<file path="src/cdbu_map.vh">
// Register indexes, field positions and reset values of the debug breakpoint unit.
`ifndef CDBU_MAP_VH
`define CDBU_MAP_VH
`define CDBU_IDX_SAVED_STATUS   8'h10
`define CDBU_IDX_SAVED_PC       8'h11
`define CDBU_IDX_SAVED_SP       8'h12
`define CDBU_IDX_FETCH_THREAD   8'h13
`define CDBU_IDX_FETCH_REG      8'h14
`define CDBU_IDX_CAUSE          8'h15
`define CDBU_IDX_INFO           8'h16
`define CDBU_IDX_STOP_MASK      8'h18
`define CDBU_IDX_SCRATCH        8'h20
`define CDBU_IDX_IB_ADDR        8'h30
`define CDBU_IDX_IB_CTRL        8'h40
`define CDBU_IDX_DW_ADDR1       8'h50
`define CDBU_IDX_DW_ADDR2       8'h60
`define CDBU_IDX_DW_CTRL        8'h70
`define CDBU_IDX_RW_MASK        8'h80
`define CDBU_IDX_RW_VALUE       8'h90
`define CDBU_IDX_RW_CTRL        8'h9c
`define CDBU_BIT_ENABLE         0
`define CDBU_BIT_MODE           1
`define CDBU_BIT_LOADS          2
`define CDBU_POS_THREAD_MASK    16
`define CDBU_POS_CAUSE_INDEX    16
`define CDBU_POS_CAUSE_THREAD   8
`define CDBU_WMASK_FETCH_THREAD 32'h0000_00ff
`define CDBU_WMASK_FETCH_REG    32'h0000_001f
`define CDBU_WMASK_CAUSE        32'h0003_ff07
`define CDBU_WMASK_STOP_MASK    32'h0000_00ff
`define CDBU_WMASK_STATUS       32'h0000_06df
`define CDBU_WMASK_CTRL         32'h00ff_0003
`define CDBU_WMASK_DW_CTRL      32'h00ff_0007
`define CDBU_RMASK_STATUS       32'h0000_07df
`define CDBU_CAUSE_HOST         3'h1
`define CDBU_CAUSE_DEBUG_CALL_INSTRUCTION        3'h2
`define CDBU_CAUSE_IBREAK       3'h3
`define CDBU_CAUSE_DWATCH       3'h4
`define CDBU_CAUSE_RWATCH       3'h5
`define CDBU_RESET_WORD         32'h0000_0000
`define CDBU_KIND_IBREAK        2'h0
`define CDBU_KIND_DWATCH        2'h1
`define CDBU_KIND_RWATCH        2'h2
`endif

</file>
<file path="src/cdbu_match.v">
// One breakpoint or watchpoint comparator of the debug breakpoint unit.
`timescale 1ns/1ps
`include "cdbu_map.vh"
module cdbu_match #(
  parameter [1:0] KIND = 2'h0
) (
  input  wire [31:0] ctrl,
  input  wire [31:0] word_a,
  input  wire [31:0] word_b,
  input  wire        valid,
  input  wire        is_load,
  input  wire [2:0]  thread,
  input  wire [31:0] probe,
  output reg         fire
);
  reg cond_a;
  reg cond_b;
  reg cond;
  reg allowed;
  always @* begin
    cond_a  = 1'b0;
    cond_b  = 1'b0;
    cond    = 1'b0;
    allowed = valid & ctrl[`CDBU_BIT_ENABLE]
              & ctrl[`CDBU_POS_THREAD_MASK + thread];
    if (KIND == `CDBU_KIND_IBREAK) begin
      cond_a = (probe == word_a);
      cond   = ctrl[`CDBU_BIT_MODE] ? ~cond_a : cond_a;
    end else if (KIND == `CDBU_KIND_DWATCH) begin
      cond_a = (probe == word_a);
      cond_b = (probe == word_b);
      cond   = ctrl[`CDBU_BIT_MODE] ? (cond_a | cond_b) : (cond_a & cond_b);
      // Stores always qualify; loads only when the load bit is set.
      if (is_load && !ctrl[`CDBU_BIT_LOADS]) begin
        cond = 1'b0;
      end
    end else begin
      cond_a = ((probe & word_a) == word_b);
      cond_b = ~cond_a;
      cond   = ctrl[`CDBU_BIT_MODE] ? cond_b : cond_a;
    end
    fire = allowed & cond;
  end
endmodule

</file>
<file path="src/cdbu_core.v">
// Debug breakpoint unit: breakpoints, watchpoints, debug state and Wishbone registers.
// Contract
// - Debugger-writable 8-bit fetch thread select.
// - Debugger-writable 5-bit fetch register select.
// - Record 3-bit cause code; resets zero.
// - Record firing index; lowest wins; zero otherwise.
// - Record causing thread; zero for host.
// - Capture access address or resource identifier.
// - Stop mask holds threads after debug exit.
// - Eight scratch words, also seen by config.
// - Four instruction breakpoints on program counter.
// - Mode bit selects equal or unequal match.
// - Per-thread enable mask gates every breakpoint.
// - Bit zero is master enable, reset off.
// - Four data watchpoints with two addresses.
// - Mode bit selects AND or OR.
// - Load bit lets loads trigger watchpoint.
// - Four resource watchpoints, mask and value.
// - Mode bit selects condition A or B.
// - Capture saved status, counter, stack on entry.
`timescale 1ns/1ps
`include "cdbu_map.vh"
module cdbu_core (
  input  wire        clk,
  input  wire        rst_n,
  input  wire        wb_cyc_i,
  input  wire        wb_stb_i,
  input  wire        wb_we_i,
  input  wire [9:0]  wb_adr_i,
  input  wire [3:0]  wb_sel_i,
  input  wire [31:0] wb_dat_i,
  output reg  [31:0] wb_dat_o,
  output reg         wb_ack_o,
  input  wire        host_req,
  input  wire        debug_call_instruction_valid,
  input  wire [2:0]  debug_call_instruction_thread,
  input  wire        pc_valid,
  input  wire [2:0]  pc_thread,
  input  wire [31:0] pc_value,
  input  wire        mem_valid,
  input  wire        mem_load,
  input  wire [2:0]  mem_thread,
  input  wire [31:0] mem_addr,
  input  wire        res_valid,
  input  wire [2:0]  res_thread,
  input  wire [31:0] res_id,
  input  wire [31:0] saved_status_word,
  input  wire [31:0] saved_program_counter,
  input  wire [31:0] saved_stack_pointer,
  input  wire        debug_exit,
  input  wire [2:0]  cfg_scratch_sel,
  input  wire        cfg_scratch_we,
  input  wire [31:0] cfg_scratch_wdata,
  output reg  [31:0] cfg_scratch_rdata,
  output reg         debug_irq,
  output reg         debug_mode,
  output reg  [7:0]  thread_halt,
  output reg  [7:0]  fetch_thread,
  output reg  [4:0]  fetch_register
);
  // ---------------------------------------------------------------------------
  // Helper functions
  // ---------------------------------------------------------------------------
  function [31:0] merge;
    input [31:0] old_word;
    input [31:0] new_word;
    input [3:0]  sel;
    input [31:0] wmask;
    integer b;
    begin
      merge = old_word;
      for (b = 0; b < 32; b = b + 1) begin
        if (sel[b / 8] && wmask[b]) begin
          merge[b] = new_word[b];
        end
      end
    end
  endfunction

  function [1:0] low_idx;
    input [3:0] v;
    begin
      if (v[0]) begin
        low_idx = 2'h0;
      end else if (v[1]) begin
        low_idx = 2'h1;
      end else if (v[2]) begin
        low_idx = 2'h2;
      end else begin
        low_idx = 2'h3;
      end
    end
  endfunction

  // ---------------------------------------------------------------------------
  // Register storage
  // ---------------------------------------------------------------------------
  reg [31:0] status_copy_reg;
  reg [31:0] pc_copy_reg;
  reg [31:0] sp_copy_reg;
  reg [31:0] fetch_thread_reg;
  reg [31:0] fetch_reg_reg;
  reg [31:0] cause_reg;
  reg [31:0] info_reg;
  reg [31:0] stop_mask_reg;
  reg [31:0] scratch_reg [0:7];
  reg [31:0] ib_addr_reg [0:3];
  reg [31:0] ib_ctrl_reg [0:3];
  reg [31:0] dw_addr1_reg [0:3];
  reg [31:0] dw_addr2_reg [0:3];
  reg [31:0] dw_ctrl_reg [0:3];
  reg [31:0] rw_mask_reg [0:3];
  reg [31:0] rw_value_reg [0:3];
  reg [31:0] rw_ctrl_reg [0:3];

  wire [7:0] idx = wb_adr_i[9:2];
  wire       req = wb_cyc_i & wb_stb_i & ~wb_ack_o;
  wire       wr  = req & wb_we_i;

  // ---------------------------------------------------------------------------
  // Comparators
  // ---------------------------------------------------------------------------
  wire [3:0] ib_fire;
  wire [3:0] dw_fire;
  wire [3:0] rw_fire;
  genvar g;
  generate
    for (g = 0; g < 4; g = g + 1) begin : unit
      cdbu_match #(.KIND(`CDBU_KIND_IBREAK)) u_ib (
        .ctrl    (ib_ctrl_reg[g]),
        .word_a  (ib_addr_reg[g]),
        .word_b  (ib_addr_reg[g]),
        .valid   (pc_valid),
        .is_load (1'b0),
        .thread  (pc_thread),
        .probe   (pc_value),
        .fire    (ib_fire[g])
      );
      cdbu_match #(.KIND(`CDBU_KIND_DWATCH)) u_dw (
        .ctrl    (dw_ctrl_reg[g]),
        .word_a  (dw_addr1_reg[g]),
        .word_b  (dw_addr2_reg[g]),
        .valid   (mem_valid),
        .is_load (mem_load),
        .thread  (mem_thread),
        .probe   (mem_addr),
        .fire    (dw_fire[g])
      );
      cdbu_match #(.KIND(`CDBU_KIND_RWATCH)) u_rw (
        .ctrl    (rw_ctrl_reg[g]),
        .word_a  (rw_mask_reg[g]),
        .word_b  (rw_value_reg[g]),
        .valid   (res_valid),
        .is_load (1'b0),
        .thread  (res_thread),
        .probe   (res_id),
        .fire    (rw_fire[g])
      );
    end
  endgenerate

  // ---------------------------------------------------------------------------
  // Debug entry selection
  // ---------------------------------------------------------------------------
  // Only one event is taken per entry; the host has highest priority.
  reg        evt;
  reg [2:0]  evt_cause;
  reg [1:0]  evt_index;
  reg [2:0]  evt_thread;
  reg        evt_info_we;
  reg [31:0] evt_info;
  always @* begin
    evt         = ~debug_mode;
    evt_cause   = 3'h0;
    evt_index   = 2'h0;
    evt_thread  = 3'h0;
    evt_info_we = 1'b0;
    evt_info    = 32'h0000_0000;
    if (host_req) begin
      evt_cause = `CDBU_CAUSE_HOST;
    end else if (debug_call_instruction_valid) begin
      evt_cause  = `CDBU_CAUSE_DEBUG_CALL_INSTRUCTION;
      evt_thread = debug_call_instruction_thread;
    end else if (|ib_fire) begin
      evt_cause  = `CDBU_CAUSE_IBREAK;
      evt_index  = low_idx(ib_fire);
      evt_thread = pc_thread;
    end else if (|dw_fire) begin
      evt_cause   = `CDBU_CAUSE_DWATCH;
      evt_index   = low_idx(dw_fire);
      evt_thread  = mem_thread;
      evt_info_we = 1'b1;
      evt_info    = mem_addr;
    end else if (|rw_fire) begin
      evt_cause   = `CDBU_CAUSE_RWATCH;
      evt_index   = low_idx(rw_fire);
      evt_thread  = res_thread;
      evt_info_we = 1'b1;
      evt_info    = res_id;
    end else begin
      evt = 1'b0;
    end
  end

  // ---------------------------------------------------------------------------
  // Register writes and debug state
  // ---------------------------------------------------------------------------
  integer i;
  always @(posedge clk or negedge rst_n) begin
    if (!rst_n) begin
      status_copy_reg  <= `CDBU_RESET_WORD;
      pc_copy_reg      <= `CDBU_RESET_WORD;
      sp_copy_reg      <= `CDBU_RESET_WORD;
      fetch_thread_reg <= `CDBU_RESET_WORD;
      fetch_reg_reg    <= `CDBU_RESET_WORD;
      cause_reg        <= `CDBU_RESET_WORD;
      info_reg         <= `CDBU_RESET_WORD;
      stop_mask_reg    <= `CDBU_RESET_WORD;
      debug_mode       <= 1'b0;
      debug_irq        <= 1'b0;
      for (i = 0; i < 8; i = i + 1) begin
        scratch_reg[i] <= `CDBU_RESET_WORD;
      end
      for (i = 0; i < 4; i = i + 1) begin
        ib_addr_reg[i]  <= `CDBU_RESET_WORD;
        ib_ctrl_reg[i]  <= `CDBU_RESET_WORD;
        dw_addr1_reg[i] <= `CDBU_RESET_WORD;
        dw_addr2_reg[i] <= `CDBU_RESET_WORD;
        dw_ctrl_reg[i]  <= `CDBU_RESET_WORD;
        rw_mask_reg[i]  <= `CDBU_RESET_WORD;
        rw_value_reg[i] <= `CDBU_RESET_WORD;
        rw_ctrl_reg[i]  <= `CDBU_RESET_WORD;
      end
    end else begin
      debug_irq <= evt;
      if (cfg_scratch_we) begin
        scratch_reg[cfg_scratch_sel] <= cfg_scratch_wdata;
      end
      if (wr) begin
        if (idx == `CDBU_IDX_SAVED_STATUS) begin
          status_copy_reg <= merge(status_copy_reg, wb_dat_i, wb_sel_i, `CDBU_WMASK_STATUS);
        end else if (idx == `CDBU_IDX_SAVED_PC) begin
          pc_copy_reg <= merge(pc_copy_reg, wb_dat_i, wb_sel_i, 32'hffff_ffff);
        end else if (idx == `CDBU_IDX_SAVED_SP) begin
          sp_copy_reg <= merge(sp_copy_reg, wb_dat_i, wb_sel_i, 32'hffff_ffff);
        end else if (idx == `CDBU_IDX_FETCH_THREAD) begin
          fetch_thread_reg <= merge(fetch_thread_reg, wb_dat_i, wb_sel_i,
                                    `CDBU_WMASK_FETCH_THREAD);
        end else if (idx == `CDBU_IDX_FETCH_REG) begin
          fetch_reg_reg <= merge(fetch_reg_reg, wb_dat_i, wb_sel_i,
                                 `CDBU_WMASK_FETCH_REG);
        end else if (idx == `CDBU_IDX_CAUSE) begin
          cause_reg <= merge(cause_reg, wb_dat_i, wb_sel_i, `CDBU_WMASK_CAUSE);
        end else if (idx == `CDBU_IDX_INFO) begin
          info_reg <= merge(info_reg, wb_dat_i, wb_sel_i, 32'hffff_ffff);
        end else if (idx == `CDBU_IDX_STOP_MASK) begin
          stop_mask_reg <= merge(stop_mask_reg, wb_dat_i, wb_sel_i,
                                 `CDBU_WMASK_STOP_MASK);
        end else if (idx[7:3] == `CDBU_IDX_SCRATCH >> 3) begin
          scratch_reg[idx[2:0]] <= merge(scratch_reg[idx[2:0]], wb_dat_i, wb_sel_i,
                                         32'hffff_ffff);
        end else if (idx[7:2] == `CDBU_IDX_IB_ADDR >> 2) begin
          ib_addr_reg[idx[1:0]] <= merge(ib_addr_reg[idx[1:0]], wb_dat_i, wb_sel_i,
                                         32'hffff_ffff);
        end else if (idx[7:2] == `CDBU_IDX_IB_CTRL >> 2) begin
          ib_ctrl_reg[idx[1:0]] <= merge(ib_ctrl_reg[idx[1:0]], wb_dat_i, wb_sel_i,
                                         `CDBU_WMASK_CTRL);
        end else if (idx[7:2] == `CDBU_IDX_DW_ADDR1 >> 2) begin
          dw_addr1_reg[idx[1:0]] <= merge(dw_addr1_reg[idx[1:0]], wb_dat_i, wb_sel_i,
                                          32'hffff_ffff);
        end else if (idx[7:2] == `CDBU_IDX_DW_ADDR2 >> 2) begin
          dw_addr2_reg[idx[1:0]] <= merge(dw_addr2_reg[idx[1:0]], wb_dat_i, wb_sel_i,
                                          32'hffff_ffff);
        end else if (idx[7:2] == `CDBU_IDX_DW_CTRL >> 2) begin
          dw_ctrl_reg[idx[1:0]] <= merge(dw_ctrl_reg[idx[1:0]], wb_dat_i, wb_sel_i,
                                         `CDBU_WMASK_DW_CTRL);
        end else if (idx[7:2] == `CDBU_IDX_RW_MASK >> 2) begin
          rw_mask_reg[idx[1:0]] <= merge(rw_mask_reg[idx[1:0]], wb_dat_i, wb_sel_i,
                                         32'hffff_ffff);
        end else if (idx[7:2] == `CDBU_IDX_RW_VALUE >> 2) begin
          rw_value_reg[idx[1:0]] <= merge(rw_value_reg[idx[1:0]], wb_dat_i, wb_sel_i,
                                          32'hffff_ffff);
        end else if (idx[7:2] == `CDBU_IDX_RW_CTRL >> 2) begin
          rw_ctrl_reg[idx[1:0]] <= merge(rw_ctrl_reg[idx[1:0]], wb_dat_i, wb_sel_i,
                                         `CDBU_WMASK_CTRL);
        end
      end
      // Hardware capture follows the bus write so an entry is never lost.
      if (evt) begin
        debug_mode <= 1'b1;
        cause_reg  <= {14'h0000, evt_index, 5'h00, evt_thread, 5'h00, evt_cause};
        if (evt_info_we) begin
          info_reg <= evt_info;
        end
        status_copy_reg <= saved_status_word & `CDBU_RMASK_STATUS;
        pc_copy_reg     <= saved_program_counter;
        sp_copy_reg     <= saved_stack_pointer;
      end else if (debug_exit) begin
        debug_mode <= 1'b0;
      end
    end
  end

  // ---------------------------------------------------------------------------
  // Outputs and bus read
  // ---------------------------------------------------------------------------
  reg [31:0] rd_word;
  always @* begin
    rd_word = 32'h0000_0000;
    if (idx == `CDBU_IDX_SAVED_STATUS) begin
      rd_word = status_copy_reg;
    end else if (idx == `CDBU_IDX_SAVED_PC) begin
      rd_word = pc_copy_reg;
    end else if (idx == `CDBU_IDX_SAVED_SP) begin
      rd_word = sp_copy_reg;
    end else if (idx == `CDBU_IDX_FETCH_THREAD) begin
      rd_word = fetch_thread_reg;
    end else if (idx == `CDBU_IDX_FETCH_REG) begin
      rd_word = fetch_reg_reg;
    end else if (idx == `CDBU_IDX_CAUSE) begin
      rd_word = cause_reg;
    end else if (idx == `CDBU_IDX_INFO) begin
      rd_word = info_reg;
    end else if (idx == `CDBU_IDX_STOP_MASK) begin
      rd_word = stop_mask_reg;
    end else if (idx[7:3] == `CDBU_IDX_SCRATCH >> 3) begin
      rd_word = scratch_reg[idx[2:0]];
    end else if (idx[7:2] == `CDBU_IDX_IB_ADDR >> 2) begin
      rd_word = ib_addr_reg[idx[1:0]];
    end else if (idx[7:2] == `CDBU_IDX_IB_CTRL >> 2) begin
      rd_word = ib_ctrl_reg[idx[1:0]];
    end else if (idx[7:2] == `CDBU_IDX_DW_ADDR1 >> 2) begin
      rd_word = dw_addr1_reg[idx[1:0]];
    end else if (idx[7:2] == `CDBU_IDX_DW_ADDR2 >> 2) begin
      rd_word = dw_addr2_reg[idx[1:0]];
    end else if (idx[7:2] == `CDBU_IDX_DW_CTRL >> 2) begin
      rd_word = dw_ctrl_reg[idx[1:0]];
    end else if (idx[7:2] == `CDBU_IDX_RW_MASK >> 2) begin
      rd_word = rw_mask_reg[idx[1:0]];
    end else if (idx[7:2] == `CDBU_IDX_RW_VALUE >> 2) begin
      rd_word = rw_value_reg[idx[1:0]];
    end else if (idx[7:2] == `CDBU_IDX_RW_CTRL >> 2) begin
      rd_word = rw_ctrl_reg[idx[1:0]];
    end
  end

  always @(posedge clk or negedge rst_n) begin
    if (!rst_n) begin
      wb_ack_o          <= 1'b0;
      wb_dat_o          <= 32'h0000_0000;
      cfg_scratch_rdata <= 32'h0000_0000;
      thread_halt       <= 8'h00;
      fetch_thread      <= 8'h00;
      fetch_register    <= 5'h00;
    end else begin
      wb_ack_o          <= req;
      wb_dat_o          <= (req && !wb_we_i) ? rd_word : 32'h0000_0000;
      cfg_scratch_rdata <= scratch_reg[cfg_scratch_sel];
      // Masked threads stay halted whenever the processor is out of debug mode.
      thread_halt       <= debug_mode ? 8'h00 : stop_mask_reg[7:0];
      fetch_thread      <= fetch_thread_reg[7:0];
      fetch_register    <= fetch_reg_reg[4:0];
    end
  end
endmodule

</file>
<file path="config.mk">
export PLATFORM = sky130hd
export DESIGN_NAME = cdbu_core
export DESIGN_NICKNAME = d
export VERILOG_FILES = /design/src/cdbu_match.v /design/src/cdbu_core.v
export VERILOG_INCLUDE_DIRS = /design/src
export SDC_FILE = /design/constraint.sdc
export NUM_CORES = 2
export LEC_CHECK = 0
export BUFFER_PORTS_ARGS = -buffer_cell sky130_fd_sc_hd__buf_4
export CORE_UTILIZATION = 45
export DETAILED_ROUTE_END_ITERATION = 8
export GPL_TIMING_DRIVEN = 0
export PLACE_DENSITY_LB_ADDON = 0.15
export SETUP_SLACK_MARGIN = 0.4
export SLEW_MARGIN = 15
export SYNTH_ARGS = -nofsm -noshare
export SYNTH_HDL_FRONTEND = slang
export SYNTH_SLANG_ARGS = --single-unit
</file>
<file path="constraint.sdc">
create_clock -name clk -period 5.2 [get_ports clk]
set_clock_uncertainty 0.2 [all_clocks]
set_input_delay 0.52 -clock clk [delete_from_list [all_inputs] [get_ports clk]]
set_output_delay 0.52 -clock clk [all_outputs]
set_load 0.05 [all_outputs]
</file>
=== Word-level counts from Yosys, hierarchy flattened ===
Index checks and enable logic that the tools add are counted.

* Input bits: 298
* Logic and storage cells: 3778
* Flip-flop bits (word level): 1549
* Output and inout port bits: 88

* Reductions and logical operators: 50
* $lt $le $gt $ge: 9
* Bitwise operators: 80
* Add/subtract/negate cells: 3
* Muxes and demuxes: 3531
* Eq/ne operators: 38

{| class="wikitable"
|+ Operator list
! cell !! count
|-
| $mux 1 || 3387
|-
| $mux 256 || 11
|-
| $mux 32 || 71
|-
| $bwmux 128 || 8
|-
| $bmux 32 s2 || 8
|-
| $bwmux 256 || 2
|-
| $eq 32x32->1 || 16
|-
| $bmux 32 s3 || 2
|-
| $demux 32 s3 || 2
|-
| $and 32x32->32 || 4
|-
| $lt 32x6->1 const B || 3
|-
| $mux 18 || 4
|-
| $demux 32 s2 || 1
|-
| $eq 8x5->1 const B || 8
|-
| $bmux 1 s5 || 12
|-
| $and 1x1->1 || 43
|-
| $mux 3 || 10
|-
| $not 1->1 || 26
|-
| $eq 6x5->1 const B || 4
|-
| $reduce_and 8->1 || 3
|-
| $mux 2 || 11
|-
| $reduce_and 5->1 || 4
|-
| $reduce_bool 2->1 || 10
|-
| $add 5x3->6 const A || 3
|-
| 29 further kinds || 58
|}

=== Logic depth before layout (Yosys ltp) ===
* Word-level depth: 26
* Gate-level depth with buffers: 14
* Gate-level depth less buffers: 10

=== Hierarchy ===
Synthesis repeated with hierarchy kept, for this count alone.

* Cell total of the unflattened synthesis: 7338
* Area, all modules: 79103.4 µm²

{| class="wikitable"
|+ By module, submodules not included
! module !! cells an instance !! sequential area each (µm²) !! area each (µm²) !! times used
|-
| cdbu_core || 6386 || 37736.2 || 71451.0 || 1
|-
| cdbu_match at unit[0].u_dw ... || 94 || 0.0 || 793.3 || 4
|-
| cdbu_match at unit[0].u_rw ... || 93 || 0.0 || 683.2 || 4
|-
| cdbu_match at unit[0].u_ib ... || 51 || 0.0 || 436.7 || 4
|}

=== Least setup slack after synthesis ===
OpenSTA, ideal clock, no wires.

* Kind: in2reg
* From: input port pc_thread[0]
* To: register status_copy_reg[8]
* Required time: 4.875 ns
* Stages on the path: 12
* Setup slack: 1.628 ns
* Arrival time: 3.247 ns
* Cells stage by stage: buf_6 > mux4_2 > a22o_1 > nor2b_1 > and4_4 > or2_4 > nor4_4 > and4b_4 > a21oi_2 > buf_6 > buf_6 > mux2_4

* Word-level cells in the longest chain between the ends: 10

{| class="wikitable"
|+ Ends and longest elaborated chain
! item !! RTL line !! RTL
|-
| start: declaration || cdbu_core.v:38 || <nowiki>input wire [2:0] pc_thread,</nowiki>
|-
| $add 5x3->6 (no source line) (*) || n/a ||
|-
| $bmux 1 s5 || cdbu_match.v:25 || <nowiki>& ctrl[`CDBU_POS_THREAD_MASK + thread];</nowiki>
|-
| $mux 1 || cdbu_match.v:25 ||
|-
| $and 1x1->1 || cdbu_match.v:24 || <nowiki>allowed = valid & ctrl[`CDBU_BIT_ENABLE]</nowiki>
|-
| $and 1x1->1 || cdbu_match.v:42 || <nowiki>fire = allowed & cond;</nowiki>
|-
| $reduce_or 4->1 (*) || cdbu_core.v:184 || <nowiki>end else if (|ib_fire) begin</nowiki>
|-
| $mux 1 (*) || cdbu_core.v:184 ||
|-
| $mux 1 (*) || cdbu_core.v:181 || <nowiki>end else if (debug_call_instruction_valid) begin</nowiki>
|-
| $mux 1 (*) || cdbu_core.v:179 || <nowiki>if (host_req) begin</nowiki>
|-
| $mux 32 || cdbu_core.v:289 || <nowiki>if (evt) begin</nowiki>
|-
| end signal: assignment || cdbu_core.v:211 || <nowiki>status_copy_reg <= `CDBU_RESET_WORD;</nowiki>
|-
| end signal: assignment || cdbu_core.v:241 || <nowiki>status_copy_reg <= merge(status_copy_reg, wb_dat_i, wb_sel_i, `CDBU_WMASK_STATUS);</nowiki>
|-
| end signal: assignment || cdbu_core.v:295 || <nowiki>status_copy_reg <= saved_status_word & `CDBU_RMASK_STATUS;</nowiki>
|-
| end: declaration || cdbu_core.v:98 || <nowiki>reg [31:0] status_copy_reg;</nowiki>
|}

Every way passes the cells marked *; elsewhere a longest branch is shown, timed or not. The select of a mux whose other input is x is not followed.
A chain may end at the register's enable or synchronous reset.

=== Worst setup path in the final report ===
* From: input port wb_adr_i[3]
* To: register wb_dat_o[19]

* Word-level cells in the longest chain between the ends: 22

{| class="wikitable"
|+ Ends and longest elaborated chain
! item !! RTL line !! RTL
|-
| start: declaration || cdbu_core.v:29 || <nowiki>input wire [9:0] wb_adr_i,</nowiki>
|-
| $not 2->3 (not written as such) || n/a ||
|-
| $bmux 32 s2 || cdbu_core.v:343 || <nowiki>rd_word = rw_ctrl_reg[idx[1:0]];</nowiki>
|-
| $mux 32 (not written as such) (2 in series) || cdbu_core.v:343 ||
|-
| $mux 32 || cdbu_core.v:342 || <nowiki>end else if (idx[7:2] == `CDBU_IDX_RW_CTRL >> 2) begin</nowiki>
|-
| $mux 32 || cdbu_core.v:340 || <nowiki>end else if (idx[7:2] == `CDBU_IDX_RW_VALUE >> 2) begin</nowiki>
|-
| $mux 32 || cdbu_core.v:338 || <nowiki>end else if (idx[7:2] == `CDBU_IDX_RW_MASK >> 2) begin</nowiki>
|-
| $mux 32 || cdbu_core.v:336 || <nowiki>end else if (idx[7:2] == `CDBU_IDX_DW_CTRL >> 2) begin</nowiki>
|-
| $mux 32 || cdbu_core.v:334 || <nowiki>end else if (idx[7:2] == `CDBU_IDX_DW_ADDR2 >> 2) begin</nowiki>
|-
| [5 not listed] || n/a ||
|-
| $mux 32 || cdbu_core.v:322 || <nowiki>end else if (idx == `CDBU_IDX_INFO) begin</nowiki>
|-
| $mux 32 || cdbu_core.v:320 || <nowiki>end else if (idx == `CDBU_IDX_CAUSE) begin</nowiki>
|-
| $mux 32 || cdbu_core.v:318 || <nowiki>end else if (idx == `CDBU_IDX_FETCH_REG) begin</nowiki>
|-
| $mux 32 || cdbu_core.v:316 || <nowiki>end else if (idx == `CDBU_IDX_FETCH_THREAD) begin</nowiki>
|-
| $mux 32 || cdbu_core.v:314 || <nowiki>end else if (idx == `CDBU_IDX_SAVED_SP) begin</nowiki>
|-
| $mux 32 || cdbu_core.v:312 || <nowiki>end else if (idx == `CDBU_IDX_SAVED_PC) begin</nowiki>
|-
| $mux 32 (*) || cdbu_core.v:310 || <nowiki>if (idx == `CDBU_IDX_SAVED_STATUS) begin</nowiki>
|-
| $mux 32 (*) || cdbu_core.v:357 || <nowiki>wb_dat_o <= (req && !wb_we_i) ? rd_word : 32'h0000_0000;</nowiki>
|-
| end signal: assignment || cdbu_core.v:357 ||
|-
| end: declaration || cdbu_core.v:32 || <nowiki>output reg [31:0] wb_dat_o,</nowiki>
|}

Marked as above.

==> flow_results.xml <==
<?xml version="1.0" encoding="UTF-8"?>
<metrics>
  <group name="clocking">
    <metric name="cts_made_buffers" unit="">172</metric>
    <metric name="tritoncts_num_sinks" unit="">1508</metric>
    <metric name="path_clk_slew" unit="ns">0.06</metric>
    <metric name="ctsRootBufferMaster" unit="">sky130_fd_sc_hd__clkbuf_16</metric>
    <metric name="cts.htree.levels" unit="">4</metric>
    <metric name="tritoncts_clock_tree" unit="">built</metric>
    <metric name="clock_latency_of_the_later_clocked_register_in_the_worst_skew_pair" unit="ns">0.84</metric>
    <metric name="cts.path.max_buffers" unit="">3</metric>
  </group>
  <group name="grt">
    <metric name="grt_pass1_vias" unit="">65900</metric>
    <metric name="overflow" unit="">0</metric>
    <metric name="grt_antenna_before_repair" unit="">48</metric>
    <metric name="all_layer_global_routing_usage" unit="%">45.6</metric>
    <metric name="grt_pass1_wl" unit="um">546000</metric>
    <metric name="grt_max_degree" unit="">150</metric>
  </group>
  <group name="die">
    <metric name="num_io_pins" unit="">386</metric>
    <metric name="start_util" unit="%">45.4</metric>
    <metric name="design.die.area" unit="sq um">175000</metric>
    <metric name="die_width" unit="um">419</metric>
    <metric name="core-area" unit="sq um">172000</metric>
    <metric name="core.rowCount" unit="">152</metric>
    <metric name="dieHeight" unit="um">419</metric>
  </group>
  <group name="worst_setup_path">
    <metric name="critical_path_peak_fanout" unit="">10</metric>
    <metric name="critPathCaptureType" unit="">flip-flop</metric>
    <metric name="cp_num_buf_inv" unit="">5</metric>
    <metric name="timing.critical_path.from_type" unit="">input port</metric>
    <metric name="arrival" unit="ns">5.55</metric>
    <metric name="crit_required" unit="ns">5.65</metric>
    <metric name="register_to_register_path_setup_slack" unit="ns">0.38</metric>
    <metric name="crit_path_cell_trace" unit="">buf_4 &gt; buf_2 &gt; buf_2 &gt; clkbuf_4 &gt; clkbuf_2 &gt; mux4_2 &gt; a22oi_2 &gt; nand3_1 &gt; o21ai_0 &gt; nand4_1 &gt; o211ai_1 &gt; a21oi_2</metric>
    <metric name="cp_common_cell" unit="">sky130_fd_sc_hd__buf_2</metric>
    <metric name="timing.critical_path.slowest_stage_cell" unit="">sky130_fd_sc_hd__clkbuf_2</metric>
    <metric name="critical_path.top_delay_family" unit="">buffers and inverters</metric>
    <metric name="critical_path.max_stage_delay" unit="ns">0.66</metric>
    <metric name="timing_worst_setup_path_type" unit="">in -&gt; reg</metric>
  </group>
  <group name="finish">
    <metric name="largest_register_ffs" unit="">256</metric>
    <metric name="area_delta_synth_final" unit="%">17.3</metric>
    <metric name="instances_no_fill" unit="">10300</metric>
    <metric name="fillerInstances" unit="">15400</metric>
    <metric name="layout-drive-gt1-share" unit="%">16.6</metric>
    <metric name="multi_input_comb_area" unit="sq um">37600</metric>
    <metric name="final_design_area_no_fill" unit="sq um">91700</metric>
    <metric name="regArea" unit="sq um">37700</metric>
    <metric name="post_layout_nets" unit="">8170</metric>
  </group>
  <group name="placed_design">
    <metric name="dpl_cell_area" unit="sq um">84100</metric>
    <metric name="port_buffer_count" unit="">235</metric>
    <metric name="gpl.final_weighted_congestion" unit="">1.10</metric>
    <metric name="pre_cts_ws" unit="ns">-1.51</metric>
    <metric name="detailedPlacementHpwl" unit="um">300000</metric>
    <metric name="placedCellCount" unit="">9877</metric>
  </group>
  <group name="sta">
    <metric name="clock.fmax" unit="MHz">196</metric>
    <metric name="timing_worst_slew_pin_value" unit="ns">1.38</metric>
    <metric name="postLayoutSetupSlackWorst" unit="ns">0.101</metric>
    <metric name="relSlewSlack" unit="%">7.76</metric>
    <metric name="fin_tns_setup" unit="ns">0</metric>
    <metric name="final_max_slew_viol_count" unit="">0</metric>
    <metric name="rsz0062_at_grt" unit="">no</metric>
    <metric name="min_period" unit="ns">5.10</metric>
    <metric name="final_min_period_over_clock_period" unit="%">98.0</metric>
    <metric name="fin_hold_ws" unit="ns">0.0466</metric>
    <metric name="setup_viol" unit="">0</metric>
    <metric name="timing.final.hold_violations" unit="">0</metric>
  </group>
  <group name="synth">
    <metric name="synthFlopType" unit="">sky130_fd_sc_hd__dfrtp_1</metric>
    <metric name="synth.top_cells.by_count" unit="">1508 x sky130_fd_sc_hd__dfrtp_1, 882 x sky130_fd_sc_hd__nand2_1, 748 x sky130_fd_sc_hd__o21ai_0</metric>
    <metric name="synth_mux_area_share" unit="%">20.9</metric>
    <metric name="yosys.area_share.xor_xnor" unit="%">4.31</metric>
    <metric name="dominant_combinational_cell_family_by_area_after_synthesis" unit="">multiplexers</metric>
    <metric name="synth_cells" unit="">7282</metric>
    <metric name="post_synth.cell_area_avg" unit="sq um">10.7</metric>
    <metric name="synth_compound_gate_area_share" unit="%">12.6</metric>
    <metric name="synthAdderAreaFrac" unit="%">0.0512</metric>
    <metric name="ys_ff_latch" unit="">1508</metric>
    <metric name="share_of_the_synthesized_area_in_the_top_cell_type" unit="%">48.3</metric>
    <metric name="synth.largest_area_cell" unit="">sky130_fd_sc_hd__dfrtp_1</metric>
    <metric name="synth-edff-count" unit="">0</metric>
    <metric name="post_synth_and_or_nand_nor_area_fraction" unit="%">9.57</metric>
    <metric name="yosys_warnings" unit="">0</metric>
    <metric name="synth_most_common_cell" unit="">sky130_fd_sc_hd__dfrtp_1</metric>
    <metric name="asyncSetResetFlopFracSynth" unit="%">100</metric>
    <metric name="synthDistinctLibCells" unit="">74</metric>
    <metric name="netlist_area" unit="sq um">78200</metric>
    <metric name="synth.net_count" unit="">7580</metric>
    <metric name="synth.yosys.seq_area_share" unit="%">48.3</metric>
    <metric name="synth.top_cells.by_area" unit="">sky130_fd_sc_hd__dfrtp_1 48%, sky130_fd_sc_hd__mux4_2 12%, sky130_fd_sc_hd__mux2i_1 7.6%, sky130_fd_sc_hd__o21ai_0 4.8%, sky130_fd_sc_hd__nand2_1 4.2%</metric>
  </group>
  <group name="power">
    <metric name="p_per_area" unit="nW/um^2">331</metric>
    <metric name="power_leakage" unit="nW">39.7</metric>
    <metric name="irDropWorstVdd" unit="V">0.000319</metric>
  </group>
  <group name="drt">
    <metric name="detail_route.wirelength" unit="um">402000</metric>
    <metric name="route.detailed.vias_per_inst" unit="">6.64</metric>
    <metric name="ant_nets" unit="">0</metric>
    <metric name="remaining_drc_errors" unit="">0</metric>
    <metric name="num_vias" unit="">68700</metric>
    <metric name="number_of_detailed_routing_iterations_run_before_antenna_repair" unit="">9</metric>
    <metric name="routedWlPerCell" unit="um">38.9</metric>
    <metric name="iteration_0_drc_count_of_the_detailed_router" unit="">10600</metric>
  </group>
  <group name="hold_path">
    <metric name="hold_class" unit="">in -&gt; async</metric>
  </group>
  <group name="job">
    <metric name="maxCapViolations" unit="">0</metric>
  </group>
  <group name="status">
    <metric name="outcome" unit="">finished, final reports clean</metric>
  </group>
</metrics>
-- cell type report --
class	instances	share of cell area (%)
sequential	1508	41.2
antenna	30	0.0819
clock buffer	253	5.56
clock inverter	51	0.643
tap	2310	3.15
timing repair buffer	416	4.50
buffer	830	3.79
multi-input combinational	4917	41.0
inverter	27	0.111
-- power by group --
part,internal [mW],switching (mW)
Sequential,12.4,0.539
Combinational,1.72,3.01
Clock,7.31,5.30
Total,21.5,8.84
-- cells by family after synthesis --
| family | after synthesis |
|---|---|
| AO/OA/AOI/OAI | 1707 |
| XOR/XNOR | 385 |
| adder cells (fa/ha/maj) | 4 |
| buffers and inverters | 857 |
| flip-flops | 1508 |
| multiplexers | 1104 |
| AND/OR/NAND/NOR | 1717 |
-- per-layer routing --
metal,vias up,share of wire [%],global-route usage (%)
met5,-,0.041,0
met4,26,9.7,36.2
met3,1269,13,16.9
met2,5011,40,62.3
met1,35200,37,57.8
li1,27200,-,-
-- path summary, 6_finish.rpt --
| path | start | to | depth (start not counted) |
|---|---|---|---|
| worst min-delay path | rst_n | ib_addr_reg[83]$_DFFE_PN0P_ | 2 |
| min in group clk | wb_dat_i[30] | info_reg[30]$_DFF_PN0_ | 4 |
| worst min register to register | fetch_thread_reg[3]$_DFFE_PN0P_ | fetch_thread[3]$_DFF_PN0_ | 0 |
| worst max-delay path | wb_adr_i[3] | wb_dat_o[19]$_DFF_PN0_ | 12 |
| worst max register to register | rw_mask_reg[83]$_DFFE_PN0P_ | pc_copy_reg[7]$_DFFE_PN0P_ | 12 |
| max in group asynchronous | rst_n | rw_value_reg[89]$_DFFE_PN0P_ | 8 |
-- what timing repair did --
action	CTS	global route
endpoints found under the hold margin	643	0
buffers inserted	4	3
gates resized for setup	79	40
endpoints found under the setup margin	565	147
hold buffers	124	0
pin swaps	2	2
-- placed cells by master (no fill, tap or decap), drive strengths merged, types with 40 or more instances in the layout --
cell            n
and3           69
a22oi          63
nand2         882
a211oi         40
nand3          63
xnor2         288
a221oi         66
buf           460
nor4           50
dlygate4sd3   124
nand4         108
clkbuf        912
dfrtp        1508
xor2           97
o21ai         813
a21oi         515
nor2          439
mux2i         596
mux4          414
mux2           94
-- stage by stage --
stage,utilization [%],total power [mW]
final,53.3,30.3
after global placement,48.1,17.4
after global routing,53.3,31.0
after detailed placement,48.8,17.6
after CTS,53.1,30.1
after floorplan,-,15.5
(Power assumes the default switching activity.)
